`src/verilog/bip_pkg.sv`:
```
package bip_pkg;
	// Port geometry
	localparam int NUM_PORTS = 4;
	localparam int PORT_W = 8;
	localparam int BYTE_W = 8;
	// Word index layout: port number times three plus location
	localparam int LOCS_PER_PORT = 3;
	localparam logic [1:0] LOC_INPUT = 2'h0;
	localparam logic [1:0] LOC_DIRECTION = 2'h1;
	localparam logic [1:0] LOC_DRIVE = 2'h2;
	// Word index of the special function control register
	localparam logic [3:0] IDX_SPECIAL = 4'hc;
	// Word index of the single-bit set/clear command register
	localparam logic [3:0] IDX_BITOP = 4'hd;
	localparam int ADDR_W = 6;
	localparam int IDX_W = 4;
	// Byte address of a word index
	localparam int IDX_LSB = 2;
	// Special function control: global pull-up off position
	localparam int SFC_PULLUP_OFF_BIT = 2;
	// Bit command layout: bit[2:0] pin, bit[4:3] port,
	// bit[5] target (1 drive, 0 direction), bit[6] value
	localparam int BOP_PIN_LSB = 0;
	localparam int BOP_PORT_LSB = 3;
	localparam int BOP_TGT_BIT = 5;
	localparam int BOP_VAL_BIT = 6;
	// Reset values
	localparam logic [PORT_W-1:0] LATCH_RST = 8'h00;
	localparam logic [BYTE_W-1:0] SFC_RST = 8'h00;
	// Answer for unmapped addresses
	localparam logic [31:0] UNMAPPED_RD = 32'h0000_0000;
endpackage : bip_pkg

```
`src/verilog/bip_port.sv`:
```
// Added by the designer: the Avalon-MM slave port and the placing of the registers.
`timescale 1ns/100ps
`default_nettype none
// Bidirectional I/O ports with Avalon-MM register access
module bip_port
	import bip_pkg::*;
(
	input wire logic clk_i,
	input wire logic rst_i,
	// Avalon-MM slave
	input wire logic [ADDR_W-1:0] avs_address_i,
	input wire logic avs_read_i,
	input wire logic avs_write_i,
	input wire logic [31:0] avs_writedata_i,
	input wire logic [3:0] avs_byteenable_i,
	output logic [31:0] avs_readdata_o,
	output logic avs_waitrequest_o,
	// Pins, flattened port-major
	input wire logic [NUM_PORTS*PORT_W-1:0] pin_i,
	output logic [NUM_PORTS*PORT_W-1:0] pin_o,
	output logic [NUM_PORTS*PORT_W-1:0] pin_oe_o,
	output logic [NUM_PORTS*PORT_W-1:0] pullup_en_o,
	// Alternate function overrides per pin
	input wire logic [NUM_PORTS*PORT_W-1:0] alt_dir_en_i,
	input wire logic [NUM_PORTS*PORT_W-1:0] alt_dir_val_i,
	input wire logic [NUM_PORTS*PORT_W-1:0] alt_out_en_i,
	input wire logic [NUM_PORTS*PORT_W-1:0] alt_out_val_i,
	input wire logic [NUM_PORTS*PORT_W-1:0] alt_pu_en_i,
	input wire logic [NUM_PORTS*PORT_W-1:0] alt_pu_val_i
);
	localparam int NPIN = NUM_PORTS*PORT_W;

	// All module state
	typedef struct packed {
		logic [NPIN-1:0] drive_value_latch_r; // Drive or pull-up bits
		logic [NPIN-1:0] direction_latch_r; // One means output
		logic [BYTE_W-1:0] special_function_control_r;
		logic ack_r; // Access answered this cycle
		logic [31:0] rdata_r;
	} bip_state_s;
	bip_state_s st_r;
	bip_state_s st_nxt;

	logic [NPIN-1:0] input_level_sample; // Synchronized pin levels
	logic global_pullup_off;
	logic [NPIN-1:0] eff_dir;
	logic [NPIN-1:0] eff_out;
	logic [NPIN-1:0] eff_pu;

	// Decode a word index into port and location; valid flag returned
	function automatic logic idx_decode(input logic [IDX_W-1:0] idx,
		output logic [1:0] port, output logic [1:0] loc);
		logic [IDX_W-1:0] rem;
		rem = idx;
		port = 2'h0;
		loc = 2'h0;
		idx_decode = 1'b0;
		for (int p = 0; p < NUM_PORTS; p++) begin
			if (rem < IDX_W'(LOCS_PER_PORT) && !idx_decode) begin
				port = 2'(p);
				loc = rem[1:0];
				idx_decode = 1'b1;
			end else if (!idx_decode) begin
				rem = rem - IDX_W'(LOCS_PER_PORT);
			end
		end
	endfunction : idx_decode

	// Pin levels cross into the core clock before software sees them
	bip_sync #(.W(NPIN)) u_sync (
		.clk_i(clk_i),
		.rst_i(rst_i),
		.d_i(pin_i),
		.q_o(input_level_sample)
	);

	assign global_pullup_off =
		st_r.special_function_control_r[SFC_PULLUP_OFF_BIT];

	// Pad control: overrides act per pin, so other pins stay plain I/O
	always_comb begin
		for (int i = 0; i < NPIN; i++) begin
			eff_dir[i] = alt_dir_en_i[i] ? alt_dir_val_i[i]
				: st_r.direction_latch_r[i];
			eff_out[i] = alt_out_en_i[i] ? alt_out_val_i[i]
				: st_r.drive_value_latch_r[i];
			// Per-pin pull-up: input with drive bit set
			eff_pu[i] = alt_pu_en_i[i] ? alt_pu_val_i[i]
				: (!eff_dir[i] && st_r.drive_value_latch_r[i]);
			if (global_pullup_off) begin
				eff_pu[i] = 1'b0;
			end
		end
	end

	assign pin_o = eff_out;
	assign pin_oe_o = eff_dir;
	assign pullup_en_o = eff_pu;
	assign avs_readdata_o = st_r.rdata_r;
	// Every access waits exactly one cycle for its registered answer
	assign avs_waitrequest_o = (avs_read_i || avs_write_i) && !st_r.ack_r;

	// Next state: register access and single-bit commands
	always_comb begin
		logic [1:0] port;
		logic [1:0] loc;
		logic hit;
		logic [IDX_W-1:0] idx;
		logic [BYTE_W-1:0] wb;
		int base;
		int bp;
		port = 2'h0;
		loc = 2'h0;
		hit = 1'b0;
		idx = avs_address_i[ADDR_W-1:IDX_LSB];
		wb = avs_writedata_i[BYTE_W-1:0];
		base = 0;
		bp = 0;
		st_nxt = st_r;
		st_nxt.ack_r = 1'b0;
		hit = idx_decode(idx, port, loc);
		base = int'(port) * PORT_W;
		// Release the answer flag after one handshake
		if ((avs_read_i || avs_write_i) && !st_r.ack_r) begin
			st_nxt.ack_r = 1'b1;
			st_nxt.rdata_r = UNMAPPED_RD;
			if (hit && loc == LOC_INPUT) begin
				st_nxt.rdata_r[BYTE_W-1:0] =
					input_level_sample[base +: PORT_W];
			end else if (hit && loc == LOC_DIRECTION) begin
				st_nxt.rdata_r[BYTE_W-1:0] =
					st_r.direction_latch_r[base +: PORT_W];
			end else if (hit && loc == LOC_DRIVE) begin
				st_nxt.rdata_r[BYTE_W-1:0] =
					st_r.drive_value_latch_r[base +: PORT_W];
			end else if (idx == IDX_SPECIAL) begin
				st_nxt.rdata_r[BYTE_W-1:0] =
					st_r.special_function_control_r;
			end
			if (avs_read_i) begin
				// Read data only
			end else if (!avs_byteenable_i[0]) begin
				// Low lane not enabled: nothing stored
			end else if (hit && loc == LOC_INPUT) begin
				// Pin-level location ignores writes
			end else if (hit && loc == LOC_DIRECTION) begin
				st_nxt.direction_latch_r[base +: PORT_W] = wb;
			end else if (hit && loc == LOC_DRIVE) begin
				st_nxt.drive_value_latch_r[base +: PORT_W] = wb;
			end else if (idx == IDX_SPECIAL) begin
				st_nxt.special_function_control_r = wb;
			end else if (idx == IDX_BITOP) begin
				// Touch exactly one bit, leaving all others intact
				bp = int'(wb[BOP_PORT_LSB +: 2]) * PORT_W
					+ int'(wb[BOP_PIN_LSB +: 3]);
				if (wb[BOP_TGT_BIT]) begin
					st_nxt.drive_value_latch_r[bp] = wb[BOP_VAL_BIT];
				end else begin
					st_nxt.direction_latch_r[bp] = wb[BOP_VAL_BIT];
				end
			end
		end
	end

	// State register; reset leaves all non-overridden pins inputs without pull-up
	always_ff @(posedge clk_i or posedge rst_i) begin
		if (rst_i) begin
			st_r.drive_value_latch_r <= '0;
			st_r.direction_latch_r <= '0;
			st_r.special_function_control_r <= SFC_RST;
			st_r.ack_r <= 1'b0;
			st_r.rdata_r <= '0;
		end else begin
			st_r <= st_nxt;
		end
	end
endmodule : bip_port
`default_nettype wire

```
`src/verilog/bip_sync.sv`:
```
`timescale 1ns/100ps
`default_nettype none
// Two-stage synchronizer for a vector of pin levels
module bip_sync
	import bip_pkg::*;
#(
	parameter int W = 8
) (
	input wire logic clk_i,
	input wire logic rst_i,
	input wire logic [W-1:0] d_i,
	output logic [W-1:0] q_o
);
	// First stage is read only by the second stage
	typedef struct packed {
		logic [W-1:0] meta_r;
		logic [W-1:0] q_r;
	} bip_sync_s;
	bip_sync_s st_r;
	bip_sync_s st_nxt;

	// Next state: shift the pins through two stages
	always_comb begin
		st_nxt = st_r;
		st_nxt.meta_r = d_i;
		st_nxt.q_r = st_r.meta_r;
	end

	// State register
	always_ff @(posedge clk_i or posedge rst_i) begin
		if (rst_i) begin
			st_r <= '0;
		end else begin
			st_r <= st_nxt;
		end
	end

	assign q_o = st_r.q_r;
endmodule : bip_sync
`default_nettype wire

```
`config.mk`:
```
export PLATFORM = sky130hd
export DESIGN_NAME = bip_port
export DESIGN_NICKNAME = d
export VERILOG_FILES = /design/src/verilog/bip_pkg.sv /design/src/verilog/bip_port.sv /design/src/verilog/bip_sync.sv
export SDC_FILE = /design/constraint.sdc
export NUM_CORES = 1
export LEC_CHECK = 0
export BUFFER_PORTS_ARGS = -buffer_cell sky130_fd_sc_hd__buf_2
export CAP_MARGIN = 15
export CORE_MARGIN = 4
export CORE_UTILIZATION = 43
export CTS_CLUSTER_SIZE = 14
export DETAILED_ROUTE_END_ITERATION = 16
export PLACE_DENSITY_LB_ADDON = 0.1
export SLEW_MARGIN = 20
export SYNTH_ARGS = -nofsm -noshare
export SYNTH_HDL_FRONTEND = slang
export SYNTH_SLANG_ARGS = --single-unit
```
`constraint.sdc`:
```
create_clock -name clk_i -period 5.1 [get_ports clk_i]
set_input_delay 1.02 -clock clk_i [delete_from_list [all_inputs] [get_ports clk_i]]
set_output_delay 1.02 -clock clk_i [all_outputs]
set_load 0.01 [all_outputs]
```
==> results of run 1 <==
## synthesized netlist by cell type, types with 12 or more instances
cell	count
mux2i_1	21
nor3_1	21
buf_4	34
buf_2	21
clkbuf_1	46
nor2_1	57
nand3_1	60
a21oi_1	41
nand2b_1	41
o22ai_1	35
mux2_2	61
dfrtp_1	145
a31oi_1	72
a211oi_1	14
nand2_1	150
inv_1	21
o21ai_0	74
mux2_4	12
nor2b_1	41
## what timing repair did
| action | in CTS | in global routing |
|---|---|---|
| gates resized for setup | 0 | 11 |
| buffers inserted | 0 | 3 |
| hold endpoints to repair | 0 | 0 |
| endpoints found under the setup margin | 0 | 35 |
## metal layers
metal / track usage / vias to the layer above / part of all wire / wire, um
met5: 0 / - / 0 / 0
met4: 0.0869 / 0 / 0.029 / 1060
met3: 0.0672 / 74 / 0.11 / 3890
met2: 0.444 / 601 / 0.47 / 17000
met1: 0.358 / 5068 / 0.40 / 14600
li1: - / 5009 / - / -
## metrics by stage
stage	util	TNS, ns	power (mW)
6_report	0.594	0	4.48
5_1_grt	0.594	-0.0879	4.71
4_1_cts	0.590	0	4.44
3_5_place_dp	0.563	-8.36	3.18
3_3_place_gp	0.563	-5.16	3.16
2_1_floorplan	-	-8.61	2.47
## worst register-to-register path, cell delays in order, from the launching register on
cell and delay, ns:
dfrtp_1 0.36, nor2_1 0.15, nand3b_1 0.20, a211oi_1 0.23, o31ai_1 0.20, nor2_2 0.46
buf_4 0.28, a31oi_1 0.10, a31oi_1 0.19
## logic make-up (layout without fill, tap and decap cells)
family | count (synthesis) | count (layout) | synth area share
fa+ha+maj | 10 | 10 | 0.0125
mux | 94 | 94 | 0.107
xor+xnor | 5 | 5 | 0.00436
simple gates | 439 | 439 | 0.222
compound gates | 330 | 330 | 0.222
buf+inv | 134 | 527 | 0.0707
flops | 145 | 145 | 0.361
other cells | 1 | 24 | 0.000374
## area by class of cell
class	instances	area [um2]	share of cell area
clock buffer	17	425	0.0315
clock inverter	15	183	0.0135
inverter	22	90.1	0.00666
multi-input combinational	902	5980	0.443
sequential	145	3630	0.268
tap	313	392	0.0290
timing repair buffer	473	2820	0.209
## worst paths after layout
kind	from	end
max reg2reg	st_r[32]	st_r[77]
max in group asynchronous	rst_i	st_r[92]
max	avs_address_i[2]	avs_readdata_o[3]
min	u_sync.st_nxt[23]	u_sync.q_o[23]
min reg2reg	u_sync.st_nxt[23]	u_sync.q_o[23]
min in group asynchronous	rst_i	u_sync.st_nxt[9]
## flip-flops by register name (all words and copies together) (netlist names)
signal / count
avs_readdata_o: 8
st_r: 72
global_pullup_off: 1
u_sync.q_o: 32
u_sync.st_nxt: 32
## power breakdown
| group | internal [mW] | total [mW] | switching, mW |
|---|---|---|---|
| Sequential | 1.28 | 1.40 | 0.122 |
| Combinational | 0.796 | 1.82 | 1.03 |
| Clock | 0.663 | 1.26 | 0.596 |
==> results.py, run 1 <==
metrics = {
    "finish": {
        "num-fill-cells": 2023,
        "num_antenna_cells": 0,
        "syn2layout_area_growth_pct": 34.7,
        "final_cell_mix": "buf_2, nand2_1, dfrtp_1, buf_4, o21ai_0",
        "layout_commonest_cell": "buf_2",
        "stdcell_count": 1887,
        "postLayoutCellArea_um2": 13500,
        "layout-drive-gt1-share": 0.404,
        "final_net_count": 1841,
    },
    "place": {
        "io_buffers": 345,
        "preCtsSetupSlack_ns": -0.273,
        "dp.cells": 1852,
        "place.gp.congestion": 0.936,
        "dpl.hpwl_um": 28000,
        "post_dp_cell_area_um2": 12800,
    },
    "synthesis": {
        "synth-seq-cells": 145,
        "synth.top_cell.area_share": 0.361,
        "avgSynthCellArea_um2": 8.67,
        "synth_edf_count": 0,
        "syn_area_um2": 10000,
        "yosysTopAreaCell": "dfrtp_1",
        "ys_seq_area_frac": 0.361,
        "synthCells": 1158,
        "synth_ff_type": "dfrtp_1",
        "synthArstFlopShare": 1.00,
        "ys_warn_count": 0,
        "synth_cell_types": 80,
        "synth_area_leaders": "dfrtp_1, mux2_2, nand2_1",
    },
    "setup_path": {
        "arrival_ns": 5.25,
        "cp_top_family": "simple AND/OR/NAND/NOR gates",
        "cp_common_cell": "buf_4",
        "cp_max_fo": 11,
        "path_cells": "buf_2 -> ha_4 -> nor3_4 -> mux2i_1 -> inv_1 -> ha_2 -> nand4bb_4 -> a21oi_4 -> nor2_2 -> nor2_1 -> nor2_1 -> ha_1 -> buf_4 -> buf_4 -> a2111o_1 -> a21oi_4 -> buf_4 -> mux2i_1 -> a221oi_1 -> nor3_1 -> buf_4 -> a21oi_1",
        "cp-end-kind": "flop",
        "crit_type": "input port to flop",
        "ff2ff_path_depth": 8,
        "critPathMaxStageDelay_ns": 0.43,
        "slowest_stage": "a2111o_1",
        "worstSetupStartpointType": "input port",
        "cp_num_cells": 22,
        "critPathRequiredTime_ns": 5.42,
        "reg2reg_slack_ns": 2.85,
        "path_buf_inv": 6,
    },
    "power_and_ir_drop": {
        "peakVddDrop_v": 0.000276,
        "p_per_area_nw_per_um2": 331,
        "cellLeakagePower_nw": 6.44,
    },
    "floorplanning": {
        "rows": 55,
        "die_y_um": 161,
        "initial_utilization": 0.441,
        "fp.dieW_um": 161,
        "io-pin-count": 399,
        "dieArea_um2": 25900,
        "core_um2": 22800,
    },
    "min_path": {
        "hold_depth": 0,
        "holdCritPathClass": "flop to flop",
    },
    "timing": {
        "layout_setup_ws_ns": 0.161,
        "report.final.slew_viol_count": 0,
        "fin_crit_ns": 4.94,
        "finClkSkew_ns": 0.00887,
        "worst_slew_pin_slew_ns": 1.13,
        "hold_viol_final": 0,
        "rsz0062_at_grt": "yes",
        "post-route-period-util": 0.968,
        "finalSetupViolations": 0,
        "slew_headroom": 0.245,
        "whs_ns": 0.347,
        "fmax_ghz": 0.202,
    },
    "route": {
        "drtIter0Drc": 780,
        "num_vias": 10800,
        "post_drt_wl_per_cell_um": 19.4,
        "vias_per_cell": 5.70,
        "drtAntennaViolNets": 0,
        "drcViolationCount": 0,
        "dr.pass1.iters": 6,
        "routed_wl_um": 36500,
    },
    "clock_tree": {
        "cts_tree": "done",
        "clock_path_buffers": 2,
        "clock-sinks": 145,
        "holdBufCountCts": 0,
        "root_buffer": "clkbuf_16",
        "cts_buffers": 17,
        "cts.clk_slew.worst_paths_ns": 0.07,
        "htreeDepth": 4,
        "clk_latency_ns": 0.43,
    },
    "global_route": {
        "antenna_found_initial": 0,
        "grt_start_max_net_pins": 71,
        "grt_use_total": 0.272,
        "overflow": 0,
        "grt_pass1_wl_um": 56000,
        "grt_pass1_vias": 10300,
    },
    "job": {
        "maxCapViolCount": 0,
    },
    "run_status": {
        "status": "completed",
    },
}
Note: power is estimated with default switching activity, not from simulation.
==> inputs of run 2 (changes only) <==
- CORE_UTILIZATION: 43 -> 30
==> run 2 against run 1 <==
  * Fmax grew 1.4%
  * Clock skew grew 0.0035 ns
  * Register-to-register slack lost 0.06 ns
  * Sequential cell count is the same
  * Power grew 2.4%
  * Non-clock buffer count grew 20
==> results.py, run 2 (synthesized netlist as in run 1, its figures left out) <==
metrics = {
    "run_status": {
        "status": "completed",
    },
    "timing": {
        "post-route-period-util": 0.955,
        "finalSetupViolations": 0,
        "hold_viol_final": 0,
        "finClkSkew_ns": 0.0124,
        "report.final.slew_viol_count": 0,
        "whs_ns": 0.341,
        "fin_crit_ns": 4.87,
        "rsz0062_at_grt": "no",
        "fmax_ghz": 0.205,
        "slew_headroom": 0.266,
        "layout_setup_ws_ns": 0.229,
        "worst_slew_pin_slew_ns": 1.10,
    },
    "finish": {
        "seq_area_um2": 3630,
        "layout-drive-gt1-share": 0.409,
        "num-fill-cells": 3336,
        "final_core_util": 0.421,
        "largest_reg_flops": 72,
        "layout_commonest_cell": "buf_2",
        "multiInputGateArea_um2": 5970,
        "postLayoutCellArea_um2": 13800,
        "final_net_count": 1861,
        "syn2layout_area_growth_pct": 37.6,
        "largest-register": "st_r",
        "num_antenna_cells": 0,
        "final_cell_mix": "buf_2, nand2_1, dfrtp_1, buf_4, o21ai_0",
    },
    "route": {
        "vias_per_cell": 5.26,
        "routed_wl_um": 40500,
        "num_vias": 10700,
        "dr.pass1.iters": 7,
        "drtIter0Drc": 869,
        "drcViolationCount": 0,
        "drtAntennaViolNets": 0,
        "post_drt_wl_per_cell_um": 19.9,
    },
    "min_path": {
        "holdCritPathClass": "flop to flop",
    },
    "floorplanning": {
        "dieArea_um2": 36500,
        "initial_utilization": 0.306,
        "rows": 66,
        "fp.dieW_um": 191,
        "io-pin-count": 399,
        "die_y_um": 191,
        "core_um2": 32800,
    },
    "power_and_ir_drop": {
        "swShare": 0.396,
        "power_frac_clock": 0.283,
        "cellLeakagePower_nw": 6.53,
        "p_int_mw": 2.77,
        "total_power_mw": 4.59,
        "p_seq_frac": 0.309,
        "p_per_area_nw_per_um2": 332,
        "p_comb_frac": 0.408,
        "peakVddDrop_v": 0.000242,
        "p_sw_mw": 1.82,
    },
    "place": {
        "post_dp_cell_area_um2": 13200,
        "dpl.hpwl_um": 31000,
        "io_buffers": 345,
        "place.gp.congestion": 0.904,
        "preCtsSetupSlack_ns": -0.313,
    },
    "setup_path": {
        "crit_type": "input port to flop",
        "cp-end-kind": "flop",
        "crit_path_start": "avs_address_i[2]",
        "timing.rr.start": "st_r[32]",
        "worstSetupStartpointType": "input port",
        "r2r_end": "st_r[82]",
        "endpoint": "avs_readdata_o[3]",
        "critPathRequiredTime_ns": 5.41,
        "critPathMaxStageDelay_ns": 0.44,
        "slowest_stage": "nor3_1",
        "ff2ff_path_depth": 11,
        "arrival_ns": 5.19,
        "reg2reg_slack_ns": 2.79,
        "path_cells": "buf_2 -> ha_4 -> nor3_4 -> mux2i_1 -> inv_1 -> ha_2 -> nand4bb_4 -> a21oi_4 -> nor2_2 -> nor2_1 -> nor2_1 -> ha_1 -> nand2_4 -> nand3_1 -> a211o_1 -> a21oi_4 -> buf_4 -> mux2i_1 -> a221oi_1 -> nor3_1 -> buf_4 -> a21oi_1",
        "cp_max_fo": 12,
    },
    "global_route": {
        "grt_use_total": 0.213,
        "grt_pass1_wl_um": 60100,
        "overflow": 0,
        "grt_pass1_vias": 10300,
        "antenna_found_initial": 0,
        "grt_start_max_net_pins": 56,
    },
    "clock_tree": {
        "clock_path_buffers": 2,
        "root_buffer": "clkbuf_16",
        "clock-sinks": 145,
        "clk_latency_ns": 0.44,
        "holdBufCountCts": 0,
        "cts.clk_slew.worst_paths_ns": 0.08,
        "cts_tree": "done",
        "htreeDepth": 4,
        "cts_buffers": 17,
    },
    "job": {
        "maxCapViolCount": 0,
    },
}
-- run 2: area by class of cell --
class                           instances  area share
Clock buffer                           17      0.0308
Clock inverter                         15      0.0132
Timing Repair Buffer                  493       0.215
Sequential cell                       145       0.263
Multi-Input combinational cell        902       0.432
Tap cell                              442      0.0400
Inverter                               22     0.00652
-- run 2: how the worst min path moves through the flow --
stage | startpoint | endpoint | slack (ns) | cells after the start
floorplan | u_sync.st_nxt[0] | u_sync.q_o[0] | 0.33 | 0
global placement | u_sync.st_nxt[10] | u_sync.q_o[10] | 0.33 | 0
detailed placement | u_sync.st_nxt[16] | u_sync.q_o[16] | 0.33 | 0
CTS | u_sync.st_nxt[31] | u_sync.q_o[31] | 0.35 | 0
global route | u_sync.st_nxt[31] | u_sync.q_o[31] | 0.34 | 0
finish | u_sync.st_nxt[31] | u_sync.q_o[31] | 0.34 | 0
-- run 2: critical path, delay by kind of cell --
family	cells	cell delay (ns)
and+or+nand+nor	8	1.30
AOI/OAI and AO/OA	5	0.91
adders and majority gates	3	0.72
buffers and inverters	4	0.71
muxes	2	0.52
-- run 2: metal layers --
metal	GRT usage	vias to the layer above	wire length [um]	share of wire
li1	-	5060	-	-
met5	0	-	0	0
met1	0.291	5080	17800	0.44
met4	0.0635	0	871	0.022
met2	0.350	515	18900	0.47
met3	0.0307	59	2970	0.073
-- run 2: per-stage QoR --
stage | setup TNS (ns) | instances
after floorplan | -8.61 | 1181
final | 0 | 2036
after detailed placement | -5.64 | 2004
after global routing | 0 | 2036
after global placement | -6.87 | 2004
after CTS | 0 | 2036
-- run 2: power groups by stage --
stage	Sequential, mW	Clock (mW)	Combinational [mW]
after global routing	1.44	1.37	2.02
after global placement	1.44	0	1.84
final	1.42	1.30	1.87
after detailed placement	1.44	0	1.85
after floorplan	1.36	0	1.11
after CTS	1.42	1.32	1.86
-- run 2: what timing repair did --
action,4_1_cts,5_1_grt
setup endpoints to repair,0,20
setup buffers,0,0
resized for setup,0,4
==> inputs of run 3 (changes only) <==
- RECOVER_POWER: not set -> 100
==> run 3 against run 2 <==
  * The flow now finishes with violations (max-capacitance violations, max-slew violations)
  * Non-clock buffer count stayed put
  * Via count is 0.67% lower
  * Clock power hardly changed
  * Worst hold slack better by 0.0011 ns
  * Cell count stayed put
  * Routed wire length hardly changed
  * Critical path depth is 1 lower
  * Power is 0.92% lower
  * Clock skew hardly changed
  * Critical endpoint is now st_r[55]
==> results.py, run 3 (synthesized netlist as in run 1, its figures left out) <==
metrics = {
    "power_and_ir_drop": {
        "cellLeakagePower_nw": 6.14,
        "p_per_area_nw_per_um2": 335,
        "peakVddDrop_v": 0.000237,
        "total_power_mw": 4.55,
    },
    "floorplanning": {
        "io-pin-count": 399,
        "fp.dieW_um": 191,
        "initial_utilization": 0.306,
        "dieArea_um2": 36500,
        "rows": 66,
        "core_um2": 32800,
        "die_y_um": 191,
    },
    "global_route": {
        "grt_pass1_vias": 10300,
        "antenna_found_initial": 1,
        "overflow": 0,
        "grt_pass1_wl_um": 60100,
        "grt_start_max_net_pins": 56,
        "grt_use_total": 0.213,
    },
    "timing": {
        "worst_slew_pin_slew_ns": 2.32,
        "report.final.slew_viol_count": 56,
        "slew_headroom": -0.555,
        "whs_ns": 0.343,
        "post-route-period-util": 0.962,
        "fmax_ghz": 0.204,
        "rsz0062_at_grt": "no",
        "hold_viol_final": 0,
        "finClkSkew_ns": 0.0121,
        "finalSetupViolations": 0,
        "fin_crit_ns": 4.91,
    },
    "setup_path": {
        "cp_max_fo": 8,
        "critPathRequiredTime_ns": 5.42,
        "worstSetupStartpointType": "input port",
        "timing.rr.start": "st_r[32]",
        "r2r_end": "st_r[40]",
        "crit_type": "input port to flop",
        "reg2reg_slack_ns": 2.37,
        "ff2ff_path_depth": 9,
        "cp-end-kind": "flop",
        "arrival_ns": 5.22,
    },
    "finish": {
        "layout_commonest_cell": "buf_2",
        "final_cell_mix": "buf_2, nand2_1, dfrtp_1, buf_4, clkbuf_1",
        "largest-register": "st_r",
        "layout-drive-gt1-share": 0.334,
        "num-fill-cells": 3416,
        "num_antenna_cells": 0,
        "largest_reg_flops": 72,
        "syn2layout_area_growth_pct": 35.3,
        "final_net_count": 1861,
    },
    "route": {
        "drcViolationCount": 0,
        "vias_per_cell": 5.23,
        "drtIter0Drc": 845,
        "routed_wl_um": 40500,
        "num_vias": 10600,
        "dr.pass1.iters": 7,
        "drtAntennaViolNets": 0,
        "post_drt_wl_per_cell_um": 19.9,
    },
    "clock_tree": {
        "clock-sinks": 145,
        "root_buffer": "clkbuf_16",
        "clock_path_buffers": 2,
        "cts_tree": "done",
        "cts_buffers": 17,
        "htreeDepth": 4,
        "post-cts-setup-buffers": 0,
        "cts.clk_slew.worst_paths_ns": 0.07,
        "clk_latency_ns": 0.44,
    },
    "min_path": {
        "hold_start": "u_sync.st_nxt[31]",
        "worstHoldEndpoint": "u_sync.q_o[31]",
        "hold_depth": 0,
        "holdCritPathClass": "flop to flop",
    },
    "place": {
        "io_buffers": 345,
        "place.gp.congestion": 0.904,
        "dpl.hpwl_um": 31000,
    },
    "run_status": {
        "violations": "max-capacitance violations, max-slew violations",
        "status": "finished with violations",
    },
    "job": {
        "maxCapViolCount": 1,
    },
}
==> run 3: stage by stage <==
step	std cells	setup slack, ns	TNS, ns	utilization	cell area, um2
global route	2036	0.00293	0	0.414	13600
finish	2036	0.195	0	0.414	13600
detailed placement	2004	-0.313	-5.64	0.402	13200
floorplan	1181	-0.392	-8.61	-	10300
CTS	2036	0.110	0	0.420	13800
global placement	2004	-0.406	-6.87	0.402	13200
==> run 3: layer usage <==
layer | track usage | share of wire
met3 | 0.0307 | 0.074
met5 | 0 | 0
met1 | 0.291 | 0.44
met2 | 0.350 | 0.47
met4 | 0.0635 | 0.022
==> run 3: how the worst max path moves through the flow <==
stage / slack, ns / start / cells after the start / to
5_1_grt: 0.003 / avs_address_i[2] / 22 / st_r[100]
4_1_cts: 0.11 / avs_address_i[2] / 23 / avs_readdata_o[3]
2_1_floorplan: -0.39 / avs_address_i[5] / 27 / st_r[65]
6_report: 0.19 / avs_address_i[2] / 21 / st_r[55]
3_5_place_dp: -0.31 / avs_address_i[2] / 23 / avs_readdata_o[3]
3_3_place_gp: -0.41 / avs_address_i[2] / 23 / avs_readdata_o[3]
==> run 3: area by class of cell <==
type                       instances  area [um2]  share of cell area
clock inverter                    15         183              0.0134
tap                              442         553              0.0407
clock buffer                      17         425              0.0313
multi-input combinational        902        5950               0.438
timing repair buffer             493        2760               0.203
inverter                          22        86.3             0.00636
sequential                       145        3630               0.267
==> run 3: repair_timing <==
action | 4_1_cts | 5_1_grt
resized for setup | 0 | 4
setup endpoints to repair | 0 | 20
hold buffers | 0 | 0
==> run 3: worst max-delay path, cell delays in order <==
cell and delay, ns:
buf_2 0.13, ha_4 0.17, nor3_4 0.17, mux2i_1 0.25
inv_1 0.08, ha_2 0.21, nand4bb_4 0.26, a21oi_4 0.16
nor2_2 0.07, nor2_1 0.12, nor2_1 0.07, ha_1 0.20
buf_4 0.16, nand4_1 0.07, a211oi_1 0.05, or3_4 0.37
buf_4 0.20, a32oi_4 0.38, mux2_1 0.38, and2_0 0.39
a31o_1 0.31
==> run 3: where the power goes <==
group	internal [mW]	total (mW)	switching, mW
sequential	1.28	1.42	0.142
combinational	0.781	1.83	1.05
clock	0.668	1.29	0.627
